<file path="src/protected_page_map.svh">
// register offsets, reset values and key codes of the protected page block
`ifndef PROTECTED_PAGE_MAP_SVH
`define PROTECTED_PAGE_MAP_SVH
`define SFR_PORT_DATA 8'he2
`define SFR_PORT_ADDR_HIGH 8'he3
`define SFR_PORT_ADDR_LOW 8'he4
`define SFR_FLASH_MODE 8'he5
`define SFR_COMMAND_KEY 8'he6
`define SFR_FLASH_CONTROL 8'he7
`define PG_IAP_LOW_BOUNDARY 8'h03
`define PG_CLOCK_SOURCE 8'h40
`define PG_CLOCK_DIVIDER 8'h41
`define PG_BROWNOUT 8'h44
`define PG_WRITE_LOCK 8'h48
`define PG_DEVICE 8'h4c
`define KEY_FIRST 8'h46
`define KEY_SECOND 8'hb9
`define MODE_PAGE_WRITE 3'h4
`define MODE_PAGE_READ 3'h5
`define PAGE_ADDR_HIGH 8'h00
`define RST_PORT_DATA 8'hff
`define RST_IAP_LOW_BOUNDARY 7'h3b
`define RST_CLOCK_SOURCE 8'h50
`define RST_CLOCK_DIVIDER 2'h0
`define RST_BROWNOUT 8'h35
`define RST_WRITE_LOCK 8'h00
`define RST_DEVICE 8'h03
`define BIT_ACCESS_ENABLE 7
`define BIT_SOFT_BOOT 6
`define BIT_SOFT_RESET 5
`define BIT_COMMAND_FAIL 4
`define CLOCK_DIV_FIXED 8'h02
`define BROWNOUT_FIXED 8'h01
`define FAST_RC_SETTLE_CYCLES 16'h0c80
`endif

</file>
<file path="src/protected_page_pkg.sv">
// types of the protected page block
`default_nettype none
package protected_page_pkg;
	typedef enum logic [1:0] {
		ST_IDLE,
		ST_ARMED,
		ST_BUSY
	} phase_e;

	typedef struct packed {
		logic por;
		logic ext;
		logic other;
	} reset_cause_s;

	typedef struct packed {
		phase_e phase;
		logic [7:0] port_data;
		logic [7:0] addr_high;
		logic [7:0] addr_low;
		logic [2:0] mode;
		logic access_enable;
		logic soft_boot;
		logic soft_reset;
		logic command_fail;
		logic [6:0] iap_low_boundary;
		logic [7:0] clock_source;
		logic [1:0] system_clock_divider;
		logic [7:0] brownout;
		logic [7:0] write_lock;
		logic [7:0] device;
		logic opt_loaded;
		logic [1:0] flag_meta;
		logic [1:0] flag_sync;
	} state_s;
endpackage : protected_page_pkg
`default_nettype wire

</file>
<file path="src/protected_sfr_page_access.sv">
// protected page registers reached through the flash access port
`timescale 1ns/1ps
`default_nettype none
`include "protected_page_map.svh"
module protected_sfr_page_access (
	input wire logic i_core_clk,
	input wire logic i_rst_n,
	input wire logic [7:0] i_sfr_addr,
	input wire logic i_sfr_we,
	input wire logic [7:0] i_sfr_wdata,
	output logic [7:0] o_sfr_rdata,
	output logic o_cpu_stall,
	output logic o_soft_reset,
	output logic o_soft_boot,
	input wire logic [15:0] i_isp_start,
	output logic [15:0] o_iap_low_addr,
	output logic [15:0] o_iap_high_addr,
	output logic o_iap_bound_error,
	output logic [1:0] o_crystal_gain,
	output logic o_crystal_enable,
	output logic o_port6_xtal_gpio,
	output logic o_fast_rc_enable,
	output logic [1:0] o_master_clock_source,
	output logic o_multiplier_enable,
	output logic [3:0] o_oscillator_select,
	output logic [3:0] o_system_clock_divide,
	input wire logic [1:0] i_opt_detector2_level,
	input wire logic i_detector1_flag,
	input wire logic i_detector2_flag,
	input wire logic i_power_down,
	output logic [1:0] o_detector2_level,
	output logic o_detector2_run,
	output logic o_brownout_reset,
	input wire logic [7:0] i_guarded_write,
	output logic [7:0] o_guarded_write_allow,
	input wire logic i_fetch_valid,
	input wire logic [15:0] i_fetch_addr,
	output logic o_fetch_refused,
	input wire protected_page_pkg::reset_cause_s i_reset_cause,
	output logic o_port6_reset,
	output logic o_reset_pin_select,
	output logic o_debug_port_enable
);
	protected_page_pkg::state_s s_q;
	protected_page_pkg::state_s s_d;
	logic [7:0] page_value;
	logic page_hit;

	function automatic logic [3:0] divide_ratio(input logic [1:0] code);
		case (code)
			2'h0: divide_ratio = 4'h1;
			2'h1: divide_ratio = 4'h2;
			2'h2: divide_ratio = 4'h4;
			default: divide_ratio = 4'h8;
		endcase
	endfunction : divide_ratio

	function automatic logic [7:0] control_byte(
		input protected_page_pkg::state_s s);
		control_byte = {s.access_enable, s.soft_boot, s.soft_reset,
			s.command_fail, 4'h0};
	endfunction : control_byte

	// page read view; bits a page write does not keep read as zero, except divider bit 1 and brownout bit 0, which read as one
	always_comb begin
		page_hit = 1'b1;
		case (s_q.addr_low)
			`PG_IAP_LOW_BOUNDARY: page_value = {s_q.iap_low_boundary, 1'b0};
			`PG_CLOCK_SOURCE: page_value = s_q.clock_source;
			`PG_CLOCK_DIVIDER: page_value = {4'h0, s_q.system_clock_divider,
				2'h2};
			`PG_BROWNOUT: page_value = s_q.brownout | `BROWNOUT_FIXED;
			`PG_WRITE_LOCK: page_value = s_q.write_lock;
			`PG_DEVICE: page_value = s_q.device;
			default: begin
				page_value = 8'h00;
				page_hit = 1'b0;
			end
		endcase
	end

	always_comb begin
		s_d = s_q;
		s_d.soft_reset = 1'b0;
		s_d.flag_meta = {i_detector2_flag, i_detector1_flag};
		s_d.flag_sync = s_q.flag_meta;
		if (!s_q.opt_loaded) begin
			s_d.brownout[5:4] = i_opt_detector2_level;
			s_d.opt_loaded = 1'b1;
		end
		if (i_sfr_we && s_q.phase != protected_page_pkg::ST_BUSY) begin
			case (i_sfr_addr)
				`SFR_PORT_DATA: s_d.port_data = i_sfr_wdata;
				`SFR_PORT_ADDR_HIGH: s_d.addr_high = i_sfr_wdata;
				`SFR_PORT_ADDR_LOW: s_d.addr_low = i_sfr_wdata;
				`SFR_FLASH_MODE: s_d.mode = i_sfr_wdata[2:0];
				`SFR_FLASH_CONTROL: begin
					s_d.access_enable = i_sfr_wdata[`BIT_ACCESS_ENABLE];
					s_d.soft_boot = i_sfr_wdata[`BIT_SOFT_BOOT];
					s_d.soft_reset = i_sfr_wdata[`BIT_SOFT_RESET];
					s_d.command_fail = i_sfr_wdata[`BIT_COMMAND_FAIL];
				end
				`SFR_COMMAND_KEY: begin
					if (i_sfr_wdata == `KEY_FIRST) begin
						s_d.phase = protected_page_pkg::ST_ARMED;
					end else if (s_q.phase == protected_page_pkg::ST_ARMED &&
						i_sfr_wdata == `KEY_SECOND) begin
						if (s_q.access_enable) begin
							s_d.phase = protected_page_pkg::ST_BUSY;
						end else begin
							s_d.phase = protected_page_pkg::ST_IDLE;
							s_d.command_fail = 1'b1;
						end
					end else begin
						s_d.phase = protected_page_pkg::ST_IDLE;
					end
				end
				default: begin
				end
			endcase
		end
		// the operation runs while the processor is held
		if (s_q.phase == protected_page_pkg::ST_BUSY) begin
			s_d.phase = protected_page_pkg::ST_IDLE;
			s_d.command_fail = 1'b1;
			if (s_q.addr_high == `PAGE_ADDR_HIGH && page_hit) begin
				if (s_q.mode == `MODE_PAGE_READ) begin
					s_d.port_data = page_value;
					s_d.command_fail = 1'b0;
				end else if (s_q.mode == `MODE_PAGE_WRITE) begin
					s_d.command_fail = 1'b0;
					case (s_q.addr_low)
						`PG_IAP_LOW_BOUNDARY:
							s_d.iap_low_boundary = s_q.port_data[7:1];
						`PG_CLOCK_SOURCE: s_d.clock_source = s_q.port_data;
						`PG_CLOCK_DIVIDER:
							s_d.system_clock_divider = s_q.port_data[3:2];
						`PG_BROWNOUT: begin
							s_d.brownout = s_q.port_data & 8'hbe;
							s_d.opt_loaded = 1'b1;
						end
						`PG_WRITE_LOCK: s_d.write_lock = s_q.port_data;
						`PG_DEVICE: s_d.device = s_q.port_data & 8'h47;
						default: begin
						end
					endcase
				end
			end
		end
	end

	always_ff @(posedge i_core_clk or negedge i_rst_n) begin
		if (!i_rst_n) begin
			s_q.phase <= protected_page_pkg::ST_IDLE;
			s_q.port_data <= `RST_PORT_DATA;
			s_q.addr_high <= 8'h00;
			s_q.addr_low <= 8'h00;
			s_q.mode <= 3'h0;
			s_q.access_enable <= 1'b0;
			s_q.soft_boot <= 1'b0;
			s_q.soft_reset <= 1'b0;
			s_q.command_fail <= 1'b0;
			s_q.iap_low_boundary <= `RST_IAP_LOW_BOUNDARY;
			s_q.clock_source <= `RST_CLOCK_SOURCE;
			s_q.system_clock_divider <= `RST_CLOCK_DIVIDER;
			s_q.brownout <= `RST_BROWNOUT & 8'hbe;
			s_q.write_lock <= `RST_WRITE_LOCK;
			s_q.device <= `RST_DEVICE;
			s_q.opt_loaded <= 1'b0;
			s_q.flag_meta <= 2'h0;
			s_q.flag_sync <= 2'h0;
		end else begin
			s_q <= s_d;
		end
	end

	always_comb begin
		case (i_sfr_addr)
			`SFR_PORT_DATA: o_sfr_rdata = s_q.port_data;
			`SFR_PORT_ADDR_HIGH: o_sfr_rdata = s_q.addr_high;
			`SFR_PORT_ADDR_LOW: o_sfr_rdata = s_q.addr_low;
			`SFR_FLASH_MODE: o_sfr_rdata = {5'h00, s_q.mode};
			`SFR_FLASH_CONTROL: o_sfr_rdata = control_byte(s_q);
			default: o_sfr_rdata = 8'h00;
		endcase
	end

	assign o_cpu_stall = (s_q.phase == protected_page_pkg::ST_BUSY);
	assign o_soft_reset = s_q.soft_reset;
	assign o_soft_boot = s_q.soft_boot;
	assign o_iap_low_addr = {s_q.iap_low_boundary, 1'b0, 8'h00};
	assign o_iap_high_addr = i_isp_start - 16'h0001;
	assign o_iap_bound_error = o_iap_low_addr > i_isp_start;
	assign o_crystal_gain = s_q.clock_source[7:6];
	assign o_crystal_enable = s_q.clock_source[5];
	assign o_port6_xtal_gpio = ~s_q.clock_source[5];
	assign o_fast_rc_enable = s_q.clock_source[4];
	assign o_master_clock_source = s_q.clock_source[3:2];
	// any multiplied source keeps the multiplier running
	assign o_multiplier_enable = |s_q.clock_source[3:2];
	assign o_oscillator_select = 4'h1 << s_q.clock_source[1:0];
	assign o_system_clock_divide =
		divide_ratio(s_q.system_clock_divider);
	assign o_detector2_level = s_q.brownout[5:4];
	assign o_detector2_run = s_q.brownout[2] &
		(~i_power_down | s_q.brownout[7]);
	assign o_brownout_reset = (s_q.flag_sync[0] & s_q.brownout[1]) |
		(s_q.flag_sync[1] & s_q.brownout[3]);
	assign o_guarded_write_allow = i_guarded_write & ~s_q.write_lock;
	assign o_fetch_refused = s_q.device[6] & i_fetch_valid &
		(i_fetch_addr >= o_iap_low_addr) &
		(i_fetch_addr < i_isp_start);
	assign o_port6_reset = s_q.device[2] ?
		(i_reset_cause.por | i_reset_cause.ext | o_brownout_reset) :
		(i_reset_cause.por | i_reset_cause.ext | i_reset_cause.other |
		o_brownout_reset);
	assign o_reset_pin_select = s_q.device[1];
	assign o_debug_port_enable = s_q.device[0];

	property p_busy_one_cycle;
		@(posedge i_core_clk) disable iff (!i_rst_n)
		o_cpu_stall |=> !o_cpu_stall;
	endproperty
	a_busy_one_cycle: assert property (p_busy_one_cycle)
		else $error("stall longer than one cycle");

	property p_trigger;
		@(posedge i_core_clk) disable iff (!i_rst_n)
		(s_q.phase == protected_page_pkg::ST_ARMED && i_sfr_we &&
		i_sfr_addr == `SFR_COMMAND_KEY && i_sfr_wdata == `KEY_SECOND &&
		s_q.access_enable) |=> o_cpu_stall;
	endproperty
	a_trigger: assert property (p_trigger)
		else $error("key pair did not start operation");

	property p_no_enable;
		@(posedge i_core_clk) disable iff (!i_rst_n)
		(i_sfr_we && i_sfr_addr == `SFR_COMMAND_KEY &&
		i_sfr_wdata == `KEY_SECOND && !s_q.access_enable &&
		s_q.phase == protected_page_pkg::ST_ARMED) |=>
		(!o_cpu_stall && s_q.command_fail);
	endproperty
	a_no_enable: assert property (p_no_enable)
		else $error("operation ran without access enable");

	property p_bad_key;
		@(posedge i_core_clk) disable iff (!i_rst_n)
		(s_q.phase == protected_page_pkg::ST_ARMED && i_sfr_we &&
		i_sfr_addr == `SFR_COMMAND_KEY && i_sfr_wdata != `KEY_SECOND &&
		i_sfr_wdata != `KEY_FIRST) |=>
		s_q.phase == protected_page_pkg::ST_IDLE;
	endproperty
	a_bad_key: assert property (p_bad_key)
		else $error("wrong key kept sequence");

	property p_read_result;
		@(posedge i_core_clk) disable iff (!i_rst_n)
		(o_cpu_stall && s_q.mode == `MODE_PAGE_READ && page_hit &&
		s_q.addr_high == `PAGE_ADDR_HIGH) |=>
		(s_q.port_data == $past(page_value) && !s_q.command_fail);
	endproperty
	a_read_result: assert property (p_read_result)
		else $error("page read result wrong");

	property p_write_lock;
		@(posedge i_core_clk) disable iff (!i_rst_n)
		(o_cpu_stall && s_q.mode == `MODE_PAGE_WRITE &&
		s_q.addr_low == `PG_WRITE_LOCK && s_q.addr_high == `PAGE_ADDR_HIGH)
		|=> s_q.write_lock == $past(s_q.port_data);
	endproperty
	a_write_lock: assert property (p_write_lock)
		else $error("page write not stored");

	property p_guard;
		@(posedge i_core_clk) disable iff (!i_rst_n)
		(o_guarded_write_allow & s_q.write_lock) == 8'h00;
	endproperty
	a_guard: assert property (p_guard)
		else $error("locked register writable");

	property p_bor;
		@(posedge i_core_clk) disable iff (!i_rst_n)
		(!s_q.brownout[1] && !s_q.brownout[3]) |-> !o_brownout_reset;
	endproperty
	a_bor: assert property (p_bor)
		else $error("disabled detector caused reset");

	property p_low_addr;
		@(posedge i_core_clk) disable iff (!i_rst_n)
		o_iap_low_addr[7:0] == 8'h00 &&
		o_iap_low_addr[15:9] == s_q.iap_low_boundary;
	endproperty
	a_low_addr: assert property (p_low_addr)
		else $error("region low address wrong");

	property p_port6;
		@(posedge i_core_clk) disable iff (!i_rst_n)
		(s_q.device[2] && i_reset_cause.other && !i_reset_cause.por &&
		!i_reset_cause.ext && !o_brownout_reset) |-> !o_port6_reset;
	endproperty
	a_port6: assert property (p_port6)
		else $error("port6 reset outside scope");

	property p_write_ok;
		@(posedge i_core_clk) disable iff (!i_rst_n)
		(o_cpu_stall && s_q.mode == `MODE_PAGE_WRITE && page_hit &&
		s_q.addr_high == `PAGE_ADDR_HIGH) |=> !s_q.command_fail;
	endproperty
	a_write_ok: assert property (p_write_ok)
		else $error("successful page write flagged as failed");

	property p_bad_high;
		@(posedge i_core_clk) disable iff (!i_rst_n)
		(o_cpu_stall && s_q.addr_high != `PAGE_ADDR_HIGH) |=>
		(s_q.command_fail && s_q.write_lock == $past(s_q.write_lock));
	endproperty
	a_bad_high: assert property (p_bad_high)
		else $error("page operation ran with nonzero high address");
endmodule : protected_sfr_page_access
`default_nettype wire

</file>
<file path="config.mk">
export PLATFORM = sky130hd
export DESIGN_NAME = protected_sfr_page_access
export DESIGN_NICKNAME = d
export VERILOG_FILES = /design/src/protected_page_pkg.sv /design/src/protected_sfr_page_access.sv
export VERILOG_INCLUDE_DIRS = /design/src
export SDC_FILE = /design/constraint.sdc
export NUM_CORES = 1
export LEC_CHECK = 0
export BUFFER_PORTS_ARGS = -buffer_cell sky130_fd_sc_hd__clkbuf_2
export CAP_MARGIN = 20
export CORE_MARGIN = 8
export CORE_UTILIZATION = 34
export CTS_CLUSTER_SIZE = 24
export DETAILED_ROUTE_END_ITERATION = 8
export PLACE_DENSITY = 0.65
export SYNTH_ARGS = -nofsm -noshare
export SYNTH_HDL_FRONTEND = slang
export SYNTH_SLANG_ARGS = --single-unit
export TNS_END_PERCENT = 100
</file>
<file path="constraint.sdc">
create_clock -name i_core_clk -period 3.45 [get_ports i_core_clk]
set_clock_uncertainty 0.05 [all_clocks]
set_input_delay 0 -clock i_core_clk [delete_from_list [all_inputs] [get_ports i_core_clk]]
set_output_delay 0 -clock i_core_clk [all_outputs]
set_load 0.05 [all_outputs]
</file>
Yosys cells after proc, flatten, opt, wreduce, memory -nomap -nowiden
Cells that the tools add are included.
{ "classes": {"eq_ne": 24, "multipliers": 0, "bitwise": 17, "n_reduce_logical": 22, "magnitude_cmp": 3, "muxes": 34, "shift": 1, "n_div": 0, "n_addsub": 1} }
{ "ops": {"columns": ["cell", "count"], "rows": [
  ["$mux W43", 3],
  ["$mux W8", 8],
  ["$eq A8 B8 Y1 const B", 7],
  ["$eq A8 B7 Y1 const B", 6],
  ["$pmux W8 S6", 1],
  ["$mux W42", 1],
  ["$pmux W8 S5", 1],
  ["$reduce_and A5 Y1", 7],
  ["$mux W33", 1],
  ["$ge A16 B16 Y1", 1],
  ["$gt A16 B16 Y1", 1],
  ["$lt A16 B16 Y1", 1],
  ["$sub A16 B1 Y16 const B", 1],
  ["$mux W7", 2],
  ["$mux W2", 6],
  ["$pmux W4 S3", 1],
  ["$mux W10", 1],
  ["$reduce_and A2 Y1", 5],
  ["$ne A3 B3 Y1 const B", 3],
  ["$and A8 B8 Y8", 1],
  ["$eq A8 B2 Y1 const B", 1],
  ["$logic_not A8 Y1", 1],
  ["$not A8 Y8", 1],
  ["$and A1 B1 Y1", 6],
  ["other kinds (16)", 35]
]} }
{ "word_totals": {"out_inout_bits": 76, "romBits": 0, "register_bits": 73, "inputBits": 68, "latch_bits": 0, "n_memories": 0, "ram_bits": 0, "elab_cells": 121} }

Depth between registers and ports, before layout
Gate-level depths: netlist (run 1).
{ "depth": {"depth_word": 9, "depth_mapped": 7, "ltp_nobuf": 7} }

Least setup slack after synthesis (run 1)
OpenSTA, ideal clock, no wires.
{ "synth_timing": {"path_kind": "reg-to-output", "start": "register s_q (netlist bit o_iap_low_addr[10])", "end": "output port o_fetch_refused", "t_required_ps": 3400, "path_stages_with_launch": 8, "setup_slack_ps": 995, "arrival_time_ps": 2405, "cell_sequence": "dfstp_2 inv_1 ha_1 o21a_1 o211ai_1 a21oi_1 o22ai_1 a211oi_1"} }
{ "synth_via": {"elab_chain_len": 3} }
{ "synth_lines": {"columns": ["element", "line", "rtl"], "rows": [
  ["from (decl)", "protected_sfr_page_access.sv:44", "protected_page_pkg::state_s s_q;"],
  ["$ge A16 B16 Y1", "protected_sfr_page_access.sv:211", "(i_fetch_addr >= o_iap_low_addr) &"],
  ["$and A1 B1 Y1", "protected_sfr_page_access.sv:210", "assign o_fetch_refused = s_q.device[6] & i_fetch_valid &"],
  ["$and A1 B1 Y1", "protected_sfr_page_access.sv:211", null],
  ["to (decl)", "protected_sfr_page_access.sv:38", "output logic o_fetch_refused,"]
]} }
Every way passes these cells.

Worst setup path in the final report (run 1)
{ "layout_timing": {"start": "register s_q (netlist bit o_iap_low_addr[9])", "end": "output port o_fetch_refused"} }
The elaborated chain is that of the path after synthesis.

==> results.md, run 1 <==
* Outcome: finished, final reports clean
* Unique masters post-synth at 60
* Maximum buffer depth of the clock tree at 2
* Non-filler cells, final at 792
* Yosys warnings at 0
* Relative slew margins at 52.3%
* Top FF cell, synth: dfrtp_1
* Final ANT Viol Nets at 0
* Synth area leader: dfrtp_1
* GRT Util Overall at 15.7%
* Synthesized area per cell at 10.4 um2
* TritonCTS Buffers at 9
* Leakage at 3.08 nW
* Max IR drop VDD at 229 uV
* RR Startpoint: s_q[55]
* IO Pins at 144
* Fill count at 1288
* Post-route setup TNS at 0 ns
* Vias in the first global route at 4304
* TritonCTS clock tree: yes
* Port Buffer Count at 134
* DR iter-0 viols at 323
* Main area contributors after synthesis: dfrtp_1 27%, dfstp_2 11%, mux2_2 8.1%
* Antenna Cells at 0
* Register-to-register setup slack at 1.12 ns
* Part of the Yosys area used for sequential elements at 38.0%
* Total gr overflow at 0
* Leading cell type in the layout, fill and taps excluded: clkbuf_2
* Hold depth at 4
* Final setup viols at 0
* Layout cells sized above 1 at 35.3%
* CP endpoint kind: output pin
* Avg WL per Cell at 18.3 um
* Crit-path max cell delay at 0.59 ns
* Critical path arrival at 2.38 ns
* Reg2Reg Depth at 5
* Post-cts gate resize count at 0
* Setup CP Type: reg -> out
* Post-synth EDFFs at 0
* Final period util at 70.4%
* Clock-pin slew on the worst setup and hold paths at 0.06 ns
* Number of max-cap violations at 0
* Worst min path class: in -> reg
* Worst-margin pin slew at 0.713 ns
* CP cell instances: ha_1 -> nor4b_1 -> nand3_1 -> a21oi_1 -> o22ai_1 -> a211oi_1 -> clkbuf_2
* CP startpoint kind: flip-flop
* Largest net degree at the start of global routing at 46
* Layout area overhead at 24.2%
* Drt first pass iters at 4
* Antenna violations before repair at 0
* Final HPWL DP at 11.5 mm
* Clock tree sinks at 73
* Power density cells at 366 mW/mm2
* Period minus WS final at 2.43 ns
* Critical path's slowest cell: dfstp_2
* Max-slew violation count at 0
* Hold path startpoint: i_sfr_addr[3]
* Number of synthesized register bits at 73
* Initial Utilization at 34.9%
* Synth async-reset ratio at 100%
* Root Buffer: clkbuf_16
* Final wirelength at 14.5 mm
* DR DRC count at 0
* Delay-heaviest family, CP: flip-flops
* Cts hold-fix bufs at 14
* Die ar. at 0.0184 mm2
* Area share of the largest cell type after synthesis at 27.2%
* Commonest cells after routing, fill and taps aside: 133 x clkbuf_2, 53 x dfrtp_1, 35 x mux2_2
* Floorplan row count at 43
* Hold Vio Cnt, Final at 0
* Fmax at 0.412 GHz
* Vias per cell at 5.26
* Setup repair bufs after CTS at 0
* Mapped Area at 0.00487 mm2
* Worst path required time at 3.40 ns
* Skew-Pair Late Insertion Delay at 0.33 ns
* First-pass GRT wire length at 22.9 mm
* RSZ-0062 raised after global routing: no
* Cells after DPL at 762
* Die Span X at 136 um
* Routed via count at 4165
* GPL Wtd Cong at 0.933
* Post-Synthesis Cells at 469
* Chip height at 136 um
* Hold path endpoint: s_q[77]
* CP Buf/Inv Count at 1
* Core area at 0.0139 mm2
* Worst R2R End: o_iap_low_addr[15]
* H-tree levels at 3
* Post-layout nets at 706
* Critical path fanouts, max at 5
-- cell type report --
cell class              instances  area [um2]  share of cell area, %
inverters                      33         124                   2.05
well taps                     180         225                   3.72
repair buffers                149         818                   13.5
flip-flops and latches         73        1850                   30.6
multi-input cells             341        2730                   45.1
clock buffers                  13         260                   4.30
clock inverters                 3        40.0                  0.662
-- registers in the layout (all words and copies together) (netlist names) --
register               count
o_crystal_enable           1
o_soft_reset               1
s_d                        2
o_crystal_gain             2
o_iap_low_addr             7
o_soft_boot                1
o_detector2_level          2
o_debug_port_enable        1
o_reset_pin_select         1
s_q                       52
o_master_clock_source      2
o_fast_rc_enable           1
-- worst max-delay path by stage --
stage | slack [ns] | endpoint | cells after the start | from
3_3_place_gp | 1.26 | o_iap_low_addr[15] | 5 | s_q[55]
4_1_cts | 1.0 | o_fetch_refused | 7 | o_iap_low_addr[9]
5_1_grt | 0.84 | o_fetch_refused | 7 | o_iap_low_addr[9]
6_report | 1.02 | o_fetch_refused | 7 | o_iap_low_addr[9]
2_1_floorplan | 0.99 | o_fetch_refused | 7 | o_iap_low_addr[10]
3_5_place_dp | 1.19 | o_iap_low_addr[15] | 5 | s_q[55]
-- cells in the mapped netlist (6+ instances only) --
library cell / n
mux2_2: 35
nor2_1: 30
nor4_1: 6
a21oi_1: 16
xnor2_1: 12
dfstp_2: 20
o21ai_0: 9
buf_4: 22
a22oi_1: 10
nand3_1: 9
mux2i_1: 29
nor2b_1: 20
clkbuf_1: 6
nor3_1: 9
ha_1: 31
inv_1: 32
mux2_1: 20
dfrtp_1: 53
nand2_1: 19
-- tightest hold or removal path, stage by stage --
cell	delay, ns
clkbuf_2	0.10
nor4_1	0.09
nand3_1	0.09
o21a_1	0.12
-- cells by family (layout without fill, tap and decap cells) --
| family | Yosys count | after routing | share of synthesized area (%) |
|---|---|---|---|
| muxes | 86 | 86 | 19.6 |
| other | 2 | 10 | 0.154 |
| xor gates and xnor gates | 13 | 13 | 2.34 |
| buffers and inverters | 63 | 198 | 6.58 |
| adders and majority gates | 31 | 31 | 7.97 |
| DFF | 73 | 73 | 38.0 |
| AOI/OAI and AO/OA | 69 | 69 | 9.84 |
| and+or+nand+nor | 132 | 132 | 15.5 |
-- per-layer routing --
metal  GRT usage, %  vias to the layer above  routed length, um
met5              0                        -                  0
met2           25.7                      158               7080
met4           4.75                        0                244
met3           3.45                       18                947
li1               -                     1953                  -
met1           20.1                     2036               6260
-- per-stage QoR --
step                util, %  worst slack, ns  cell area [um2]  total power, mW  hold WS (ns)
floorplan                 -            0.995             4900             1.15        -0.346
global placement       40.2             1.26             5610             1.26        0.0134
detailed placement     40.2             1.19             5610             1.27        0.0337
CTS                    43.4            0.999             6050             2.23        0.0352
global route           43.4            0.842             6050             2.31        0.0735
finish                 43.4             1.02             6050             2.21        0.0436
-- where the power goes --
part | switching, mW | total [mW] | internal, mW | leakage (nW)
clock | 0.344 | 0.941 | 0.597 | 0.150
combinational | 0.233 | 0.356 | 0.123 | 2.00
sequential | 0.0320 | 0.918 | 0.886 | 0.933
total | 0.608 | 2.21 | 1.61 | 3.08
(Power assumes the default switching activity.)
==> inputs of run 2 (changes only) <==
--- a/config.mk
+++ b/config.mk
@@ -6,6 +6,7 @@
 export SDC_FILE = /design/constraint.sdc
 export NUM_CORES = 1
 export LEC_CHECK = 0
+export ABC_AREA = 1
 export BUFFER_PORTS_ARGS = -buffer_cell sky130_fd_sc_hd__clkbuf_2
 export CAP_MARGIN = 20
 export CORE_MARGIN = 8
==> constraint.sdc (replaced) <==
create_clock -name i_core_clk -period 2.3 [get_ports i_core_clk]
set_clock_uncertainty 0.05 [all_clocks]
set_input_delay 0 -clock i_core_clk [delete_from_list [all_inputs] [get_ports i_core_clk]]
set_output_delay 0 -clock i_core_clk [all_outputs]
set_load 0.05 [all_outputs]
==> results.md, run 2 <==
* Outcome: finished, final reports clean
* Vias in the first global route at 5052 (+17%)
* Part of the Yosys area used for sequential elements at 34.8% (-3.3 points)
* Final HPWL DP at 12.5 mm (+8.5%)
* Post-synth top cells: 192 x nand2_1, 99 x inv_1, 63 x nor2_1
* Clock tree sinks at 73 (unchanged)
* Post-layout nets at 971 (+38%)
* Non-filler cells, final at 1088 (+37%)
* Post-synth EDFFs at 0 (unchanged)
* Avg WL per Cell at 14.6 um (-20%)
* Post-place setup slack at 0.371 ns (-0.817 ns)
* TritonCTS Buffers at 9 (unchanged)
* Number of synthesized register bits at 73 (unchanged)
* Vias per cell at 4.74 (-9.8%)
* DR WL met3 at 1.33 mm (+41%)
* GPL Wtd Cong at 0.885 (-5.2%)
* Worst path required time at 2.50 ns (-0.90 ns)
* Maximum buffer depth of the clock tree at 2 (unchanged)
* Leading cell type in the layout, fill and taps excluded: nand2_1
* TritonCTS clock tree: yes
* Number of max-cap violations at 0 (unchanged)
* Synth area leader: dfrtp_1
* Fmax at 0.459 GHz
* Antenna Cells at 0 (unchanged)
* Skew-Pair Late Insertion Delay at 0.33 ns (about the same)
* H-tree levels at 3 (unchanged)
* Fill count at 1596 (+24%)
* First-pass GRT wire length at 25.9 mm (+13%)
* Floorplan row count at 45 (+4.7%)
* Crit-path max cell delay at 0.60 ns (about the same)
* Die ar. at 0.0199 mm2 (+8.2%)
* Port Buffer Count at 134 (unchanged)
* Main area contributors after synthesis: dfrtp_1 25%, nand2_1 14%, dfstp_2 9.9%
* Top reg by flops: s_q
* Max IR drop VDD at 482 uV (+110%)
* Synthesized area per cell at 7.25 um2 (-30%)
* Setup CP Type: in -> reg
* Relative slew margins at 66.4% (+14 points)
* Worst min path class: in -> reg
* Post-route setup TNS at 0 ns (unchanged)
* Cells after DPL at 1058 (+39%)
* CP endpoint kind: flip-flop
* Yosys warnings at 0 (unchanged)
* Post-Synthesis Cells at 735 (+57%)
* Area share of the largest cell type after synthesis at 24.9% (-2.3 points)
* Highest routed layer: met4
* DR DRC count at 0 (unchanged)
* Max-slew violation count at 0 (unchanged)
* Final instance area at 0.00657 mm2 (+8.6%)
* Met1 Wirelength at 7.12 mm (+14%)
* Final setup viols at 0 (unchanged)
* IO Pins at 144 (unchanged)
* Critical path's slowest cell: dlygate4sd3_1
* Period minus WS final at 2.18 ns
* Hold Vio Cnt, Final at 0 (unchanged)
* Root Buffer: clkbuf_16
* CP startpoint kind: input port
* Max FFs per register at 52 (unchanged)
* Final period util at 94.7%
* Synth async-reset ratio at 100% (unchanged)
* CP cell instances: dlygate4sd3_1 -> clkbuf_2 -> inv_1 -> nor4_2 -> dlygate4sd3_1 -> nand4_1 -> dlygate4sd3_1 -> o21ai_0
* Commonest cells after routing, fill and taps aside: 192 x nand2_1, 132 x clkbuf_2, 99 x inv_1
* Final wirelength at 15.9 mm (+9.6%)
* Final ANT Viol Nets at 0 (unchanged)
* Routed via count at 5161 (+24%)
* Cell with the most instances after synthesis: nand2_1
* GRT Util Overall at 16.1% (+0.41 points)
* DR iter-0 viols at 320 (-0.93%)
* Final core occ at 43.0% (-0.36 points)
* Antenna violations before repair at 0 (unchanged)
* Layout cells sized above 1 at 23.9% (-11 points)
* Drt first pass iters at 7 (+3)
* Die Span X at 141 um (+4.0%)
* Chip height at 141 um (+4.0%)
* Layout area overhead at 23.3%
* WL met2 at 7.25 mm (+2.4%)
* Critical path arrival at 2.38 ns (about the same)
* Worst-margin pin slew at 0.502 ns (-0.211 ns)
* Core area at 0.0153 mm2 (+9.5%)
* Mapped Area at 0.00533 mm2 (+9.4%)
* Total gr overflow at 0 (unchanged)
* Top FF cell, synth: dfrtp_1
* Power density cells at 542 mW/mm2 (+48%)
* Clock-pin slew on the worst setup and hold paths at 0.06 ns (about the same)
* Setup WS post-layout at 0.122 ns (-0.900 ns)
* DP Area at 0.00609 mm2 (+8.5%)
* Leakage at 3.44 nW (+12%)
* Initial Utilization at 34.9% (-0.047 points)
* Critical path fanouts, max at 5 (unchanged)
* Unique masters post-synth at 43 (-28%)
* RSZ-0062 raised after global routing: no
* Min Hold Slack at 0.00847 ns (-0.0351 ns)
* Pwr Total at 3.56 mW (+61%)
* CP most frequent cell: dlygate4sd3_1
* Largest net degree at the start of global routing at 55 (+20%)
[run 2: layout make-up]
| class | instances | area [um2] | area share (%) |
|---|---|---|---|
| clock buffers | 11 | 233 | 3.54 |
| clock inverters | 5 | 104 | 1.58 |
| inverters | 107 | 402 | 6.12 |
| multi-input cells | 526 | 2840 | 43.3 |
| flip-flops and latches | 73 | 1850 | 28.2 |
| well taps | 211 | 264 | 4.02 |
| repair buffers | 155 | 871 | 13.3 |
[run 2: critical path, delay by kind of cell]
| family | cells | cell delay, ns |
|---|---|---|
| AND/OR/NAND/NOR | 2 | 0.38 |
| buffers and inverters | 5 | 1.92 |
| AO/OA/AOI/OAI | 1 | 0.07 |
[run 2: path summary, 6_finish.rpt]
check                                    start            endpoint  slack [ns]  cells past startpoint
min in group asynchronous              i_rst_n             s_q[78]        0.11                      2
worst max-delay path            i_sfr_wdata[1]             s_q[77]        0.12                      8
worst min-delay path            i_sfr_wdata[4]             s_q[65]       0.008                      3
max in group asynchronous              i_rst_n  o_iap_low_addr[10]        1.39                      3
worst max register to register         s_q[54]             s_q[24]        0.36                      8
worst min register to register          s_d[1]              s_q[1]        0.30                      0
[run 2: cell families after synthesis]
| kind of cell | count (synthesis) | synth area share (%) |
|---|---|---|
| mux | 2 | 0.423 |
| other cells | 2 | 0.141 |
| compound gates | 111 | 12.9 |
| simple gates | 359 | 29.7 |
| fa+ha+maj | 31 | 7.28 |
| xor+xnor | 13 | 2.14 |
| buf+inv | 144 | 12.6 |
| flops | 73 | 34.8 |
[run 2: timing repair]
action | 4_1_cts | 5_1_grt
hold endpoints to repair | 29 | 0
resized for setup | 0 | 5
setup buffers | 0 | 3
setup endpoints to repair | 0 | 2
hold buffers | 11 | 0
[run 2: power by group]
| group | total [mW] | switching, mW | leakage [nW] | internal [mW] |
|---|---|---|---|---|
| registers | 1.40 | 0.0625 | 0.932 | 1.34 |
| clock network | 1.60 | 0.539 | 0.164 | 1.06 |
| logic | 0.561 | 0.390 | 2.35 | 0.171 |
[run 2: layer usage]
layer  up-vias  track usage (%)
met5         -                0
met2       191             25.8
met4         0             4.36
li1       2637                -
met3        17             4.66
met1      2316             20.7
==> inputs of run 3 (changes only) <==
--- a/config.mk
+++ b/config.mk
@@ -6,7 +6,6 @@
 export SDC_FILE = /design/constraint.sdc
 export NUM_CORES = 1
 export LEC_CHECK = 0
-export ABC_AREA = 1
 export BUFFER_PORTS_ARGS = -buffer_cell sky130_fd_sc_hd__clkbuf_2
 export CAP_MARGIN = 20
 export CORE_MARGIN = 8
@@ -14,6 +13,7 @@
 export CTS_CLUSTER_SIZE = 24
 export DETAILED_ROUTE_END_ITERATION = 8
 export PLACE_DENSITY = 0.65
+export SLEW_MARGIN = 20
 export SYNTH_ARGS = -nofsm -noshare
 export SYNTH_HDL_FRONTEND = slang
 export SYNTH_SLANG_ARGS = --single-unit
==> results.md, run 3 (same netlist as run 1, synthesis figures left out) <==
* Antenna Cells at 0 (unchanged)
* Crit-path max cell delay at 0.58 ns (-0.02 ns)
* CP cell instances: or4_4 -> nor4_4 -> buf_4 -> nand4b_1 -> buf_4 -> mux2_2
* Worst path required time at 2.46 ns (-0.04 ns)
* GPL Wtd Cong at 0.943 (+6.6%)
* Final HPWL DP at 11.7 mm (-6.2%)
* Max-slew violation count at 0 (unchanged)
* Worst R2R End: s_q[24]
* Hold path endpoint: s_q[49]
* Critical path's slowest cell: or4_4
* Top reg by flops: s_q
* Final period util at 97.1% (+2.4 points)
* Non-filler cells, final at 803 (-26%)
* Skew-Pair Late Insertion Delay at 0.33 ns (about the same)
* Number of max-cap violations at 0 (unchanged)
* Clock tree sinks at 73 (unchanged)
* Final instance area at 0.00623 mm2 (-5.1%)
* Register area at 0.00185 mm2 (unchanged)
* Register-to-register setup slack at 0.07 ns (-0.29 ns)
* Chip height at 136 um (-3.9%)
* CP startpoint kind: flip-flop
* Critical path arrival at 2.39 ns (about the same)
* First-pass GRT wire length at 23.3 mm (-9.9%)
* Layout cells sized above 1 at 37.4% (+13 points)
* Post-layout nets at 717 (-26%)
* Vias in the first global route at 4382 (-13%)
* Worst min path class: in -> reg
* H-tree levels at 3 (unchanged)
* Final core occ at 44.7% (+1.7 points)
* Leading cell type in the layout, fill and taps excluded: clkbuf_2
* Core area at 0.0139 mm2 (-8.7%)
* Hold depth at 2 (-1)
* Maximum buffer depth of the clock tree at 2 (unchanged)
* Port Buffer Count at 134 (unchanged)
* Avg WL per Cell at 18.3 um (+25%)
* Final ANT Viol Nets at 0 (unchanged)
* Hold Vio Cnt, Final at 0 (unchanged)
* RR Startpoint: s_q[64]
* Fmax at 0.448 GHz (-2.5%)
* IO Pins at 144 (unchanged)
* Leakage at 3.19 nW (-7.4%)
* Final setup viols at 0 (unchanged)
* Die ar. at 0.0184 mm2 (-7.6%)
* Vias per cell at 5.24 (+10%)
* Fill count at 1341 (-16%)
* CP most frequent cell: buf_4
* Relative slew margins at 61.0% (-5.4 points)
* GRT Util Overall at 15.8% (-0.27 points)
* Root Buffer: clkbuf_16
* Worst-margin pin slew at 0.580 ns (+0.0780 ns)
* Total gr overflow at 0 (unchanged)
* Max IR drop VDD at 395 uV (-18%)
* Setup CP Type: reg -> reg
* Clock-pin slew on the worst setup and hold paths at 0.06 ns (about the same)
* Reg2Reg Depth at 6 (-2)
* Largest net degree at the start of global routing at 74 (+35%)
* Layout area overhead at 28.0%
* Commonest cells after routing, fill and taps aside: 132 x clkbuf_2, 53 x dfrtp_1, 35 x mux2_2
* DP Area at 0.00571 mm2 (-6.2%)
* Initial Utilization at 34.9% (+0.047 points)
* Max FFs per register at 52 (unchanged)
* TritonCTS clock tree: yes
* TritonCTS Buffers at 9 (unchanged)
* Period minus WS final at 2.23 ns (+0.0552 ns)
* Hold path startpoint: i_sfr_wdata[7]
* DR iter-0 viols at 270 (-16%)
* Outcome: finished, final reports clean
* RSZ-0062 raised after global routing: yes
* DR DRC count at 0 (unchanged)
* Critical path fanouts, max at 4 (-1)
* Die Span X at 136 um (-3.9%)
* CP endpoint kind: flip-flop
* Final wirelength at 14.7 mm (-7.7%)
* Area of the multi-input gates at 0.00275 mm2 (-3.3%)
* Power density cells at 584 mW/mm2 (+7.6%)
* Routed via count at 4209 (-18%)
* Drt first pass iters at 5 (-2)
* Floorplan row count at 43 (-4.4%)
* Antenna violations before repair at 0 (unchanged)
* Cells after DPL at 773 (-27%)
## run 3: cell count changes in the layout (fill, tap and decap cells not counted), moves of 8 or more
cell,delta
nand3_1,-47
nor2_1,-32
xnor2_1,+12
nand4_1,-8
o21bai_1,-28
mux2_2,+33
inv_1,-67
nand2_1,-173
mux2i_1,+29
mux2_1,+20
o21ai_0,-33
nor2b_1,+20
xor2_1,-12
## run 3: power by group
group / switching, mW / internal [mW]
sequential: 0.0391 / 1.33
combinational: 0.363 / 0.193
clock: 0.543 / 1.17
## run 3: worst max path at each step
stage / start / depth (start not counted) / end
5_1_grt: o_iap_low_addr[10] / 8 / o_fetch_refused
6_report: s_q[64] / 6 / s_q[24]
2_1_floorplan: s_q[63] / 5 / s_q[11]
3_3_place_gp: s_q[63] / 5 / o_crystal_enable
3_5_place_dp: s_q[63] / 5 / s_q[13]
4_1_cts: o_iap_low_addr[9] / 7 / o_fetch_refused
## run 3: cell type report
| type | instances | area share, % |
|---|---|---|
| clock buffer | 9 | 3.61 |
| clock inverter | 7 | 2.27 |
| inverter | 33 | 1.99 |
| multi-input combinational | 341 | 44.1 |
| sequential | 73 | 29.7 |
| tap | 180 | 3.61 |
| timing repair buffer | 160 | 14.7 |
## run 3: worst max-delay path, delay by kind of cell (launching register included)
family,cells,cell delay (ns)
simple gates,3,1.00
mux,1,0.26
buf+inv,2,0.37
flops,1,0.43
## run 3: per-stage QoR
| step | setup TNS [ns] | hold slack [ns] | power, mW | setup WS [ns] |
|---|---|---|---|---|
| after floorplan | 0 | -0.346 | 1.73 | 0.294 |
| after global placement | 0 | 0.00161 | 1.91 | 0.141 |
| after detailed placement | 0 | 0.0115 | 1.92 | 0.0737 |
| after CTS | 0 | 0.000724 | 3.65 | 0.0206 |
| after global routing | -0.0255 | 0.0163 | 3.76 | -0.0255 |
| final | 0 | 0.0101 | 3.64 | 0.0672 |
## run 3: what timing repair did
action / 4_1_cts / 5_1_grt
buffers inserted: 0 / 1
endpoints found under the hold margin: 96 / 0
setup endpoints to repair: 1 / 16
hold buffers: 13 / 0
gates cloned: 0 / 0
gates resized for setup: 1 / 6
pin swaps: 0 / 1
## run 3: routing by layer
layer	vias up	track usage, %	wire [um]
met3	24	2.71	954
met1	2044	20.8	6460
met2	156	25.8	6980
met4	0	5.18	318
met5	-	0	0
li1	1985	-	-
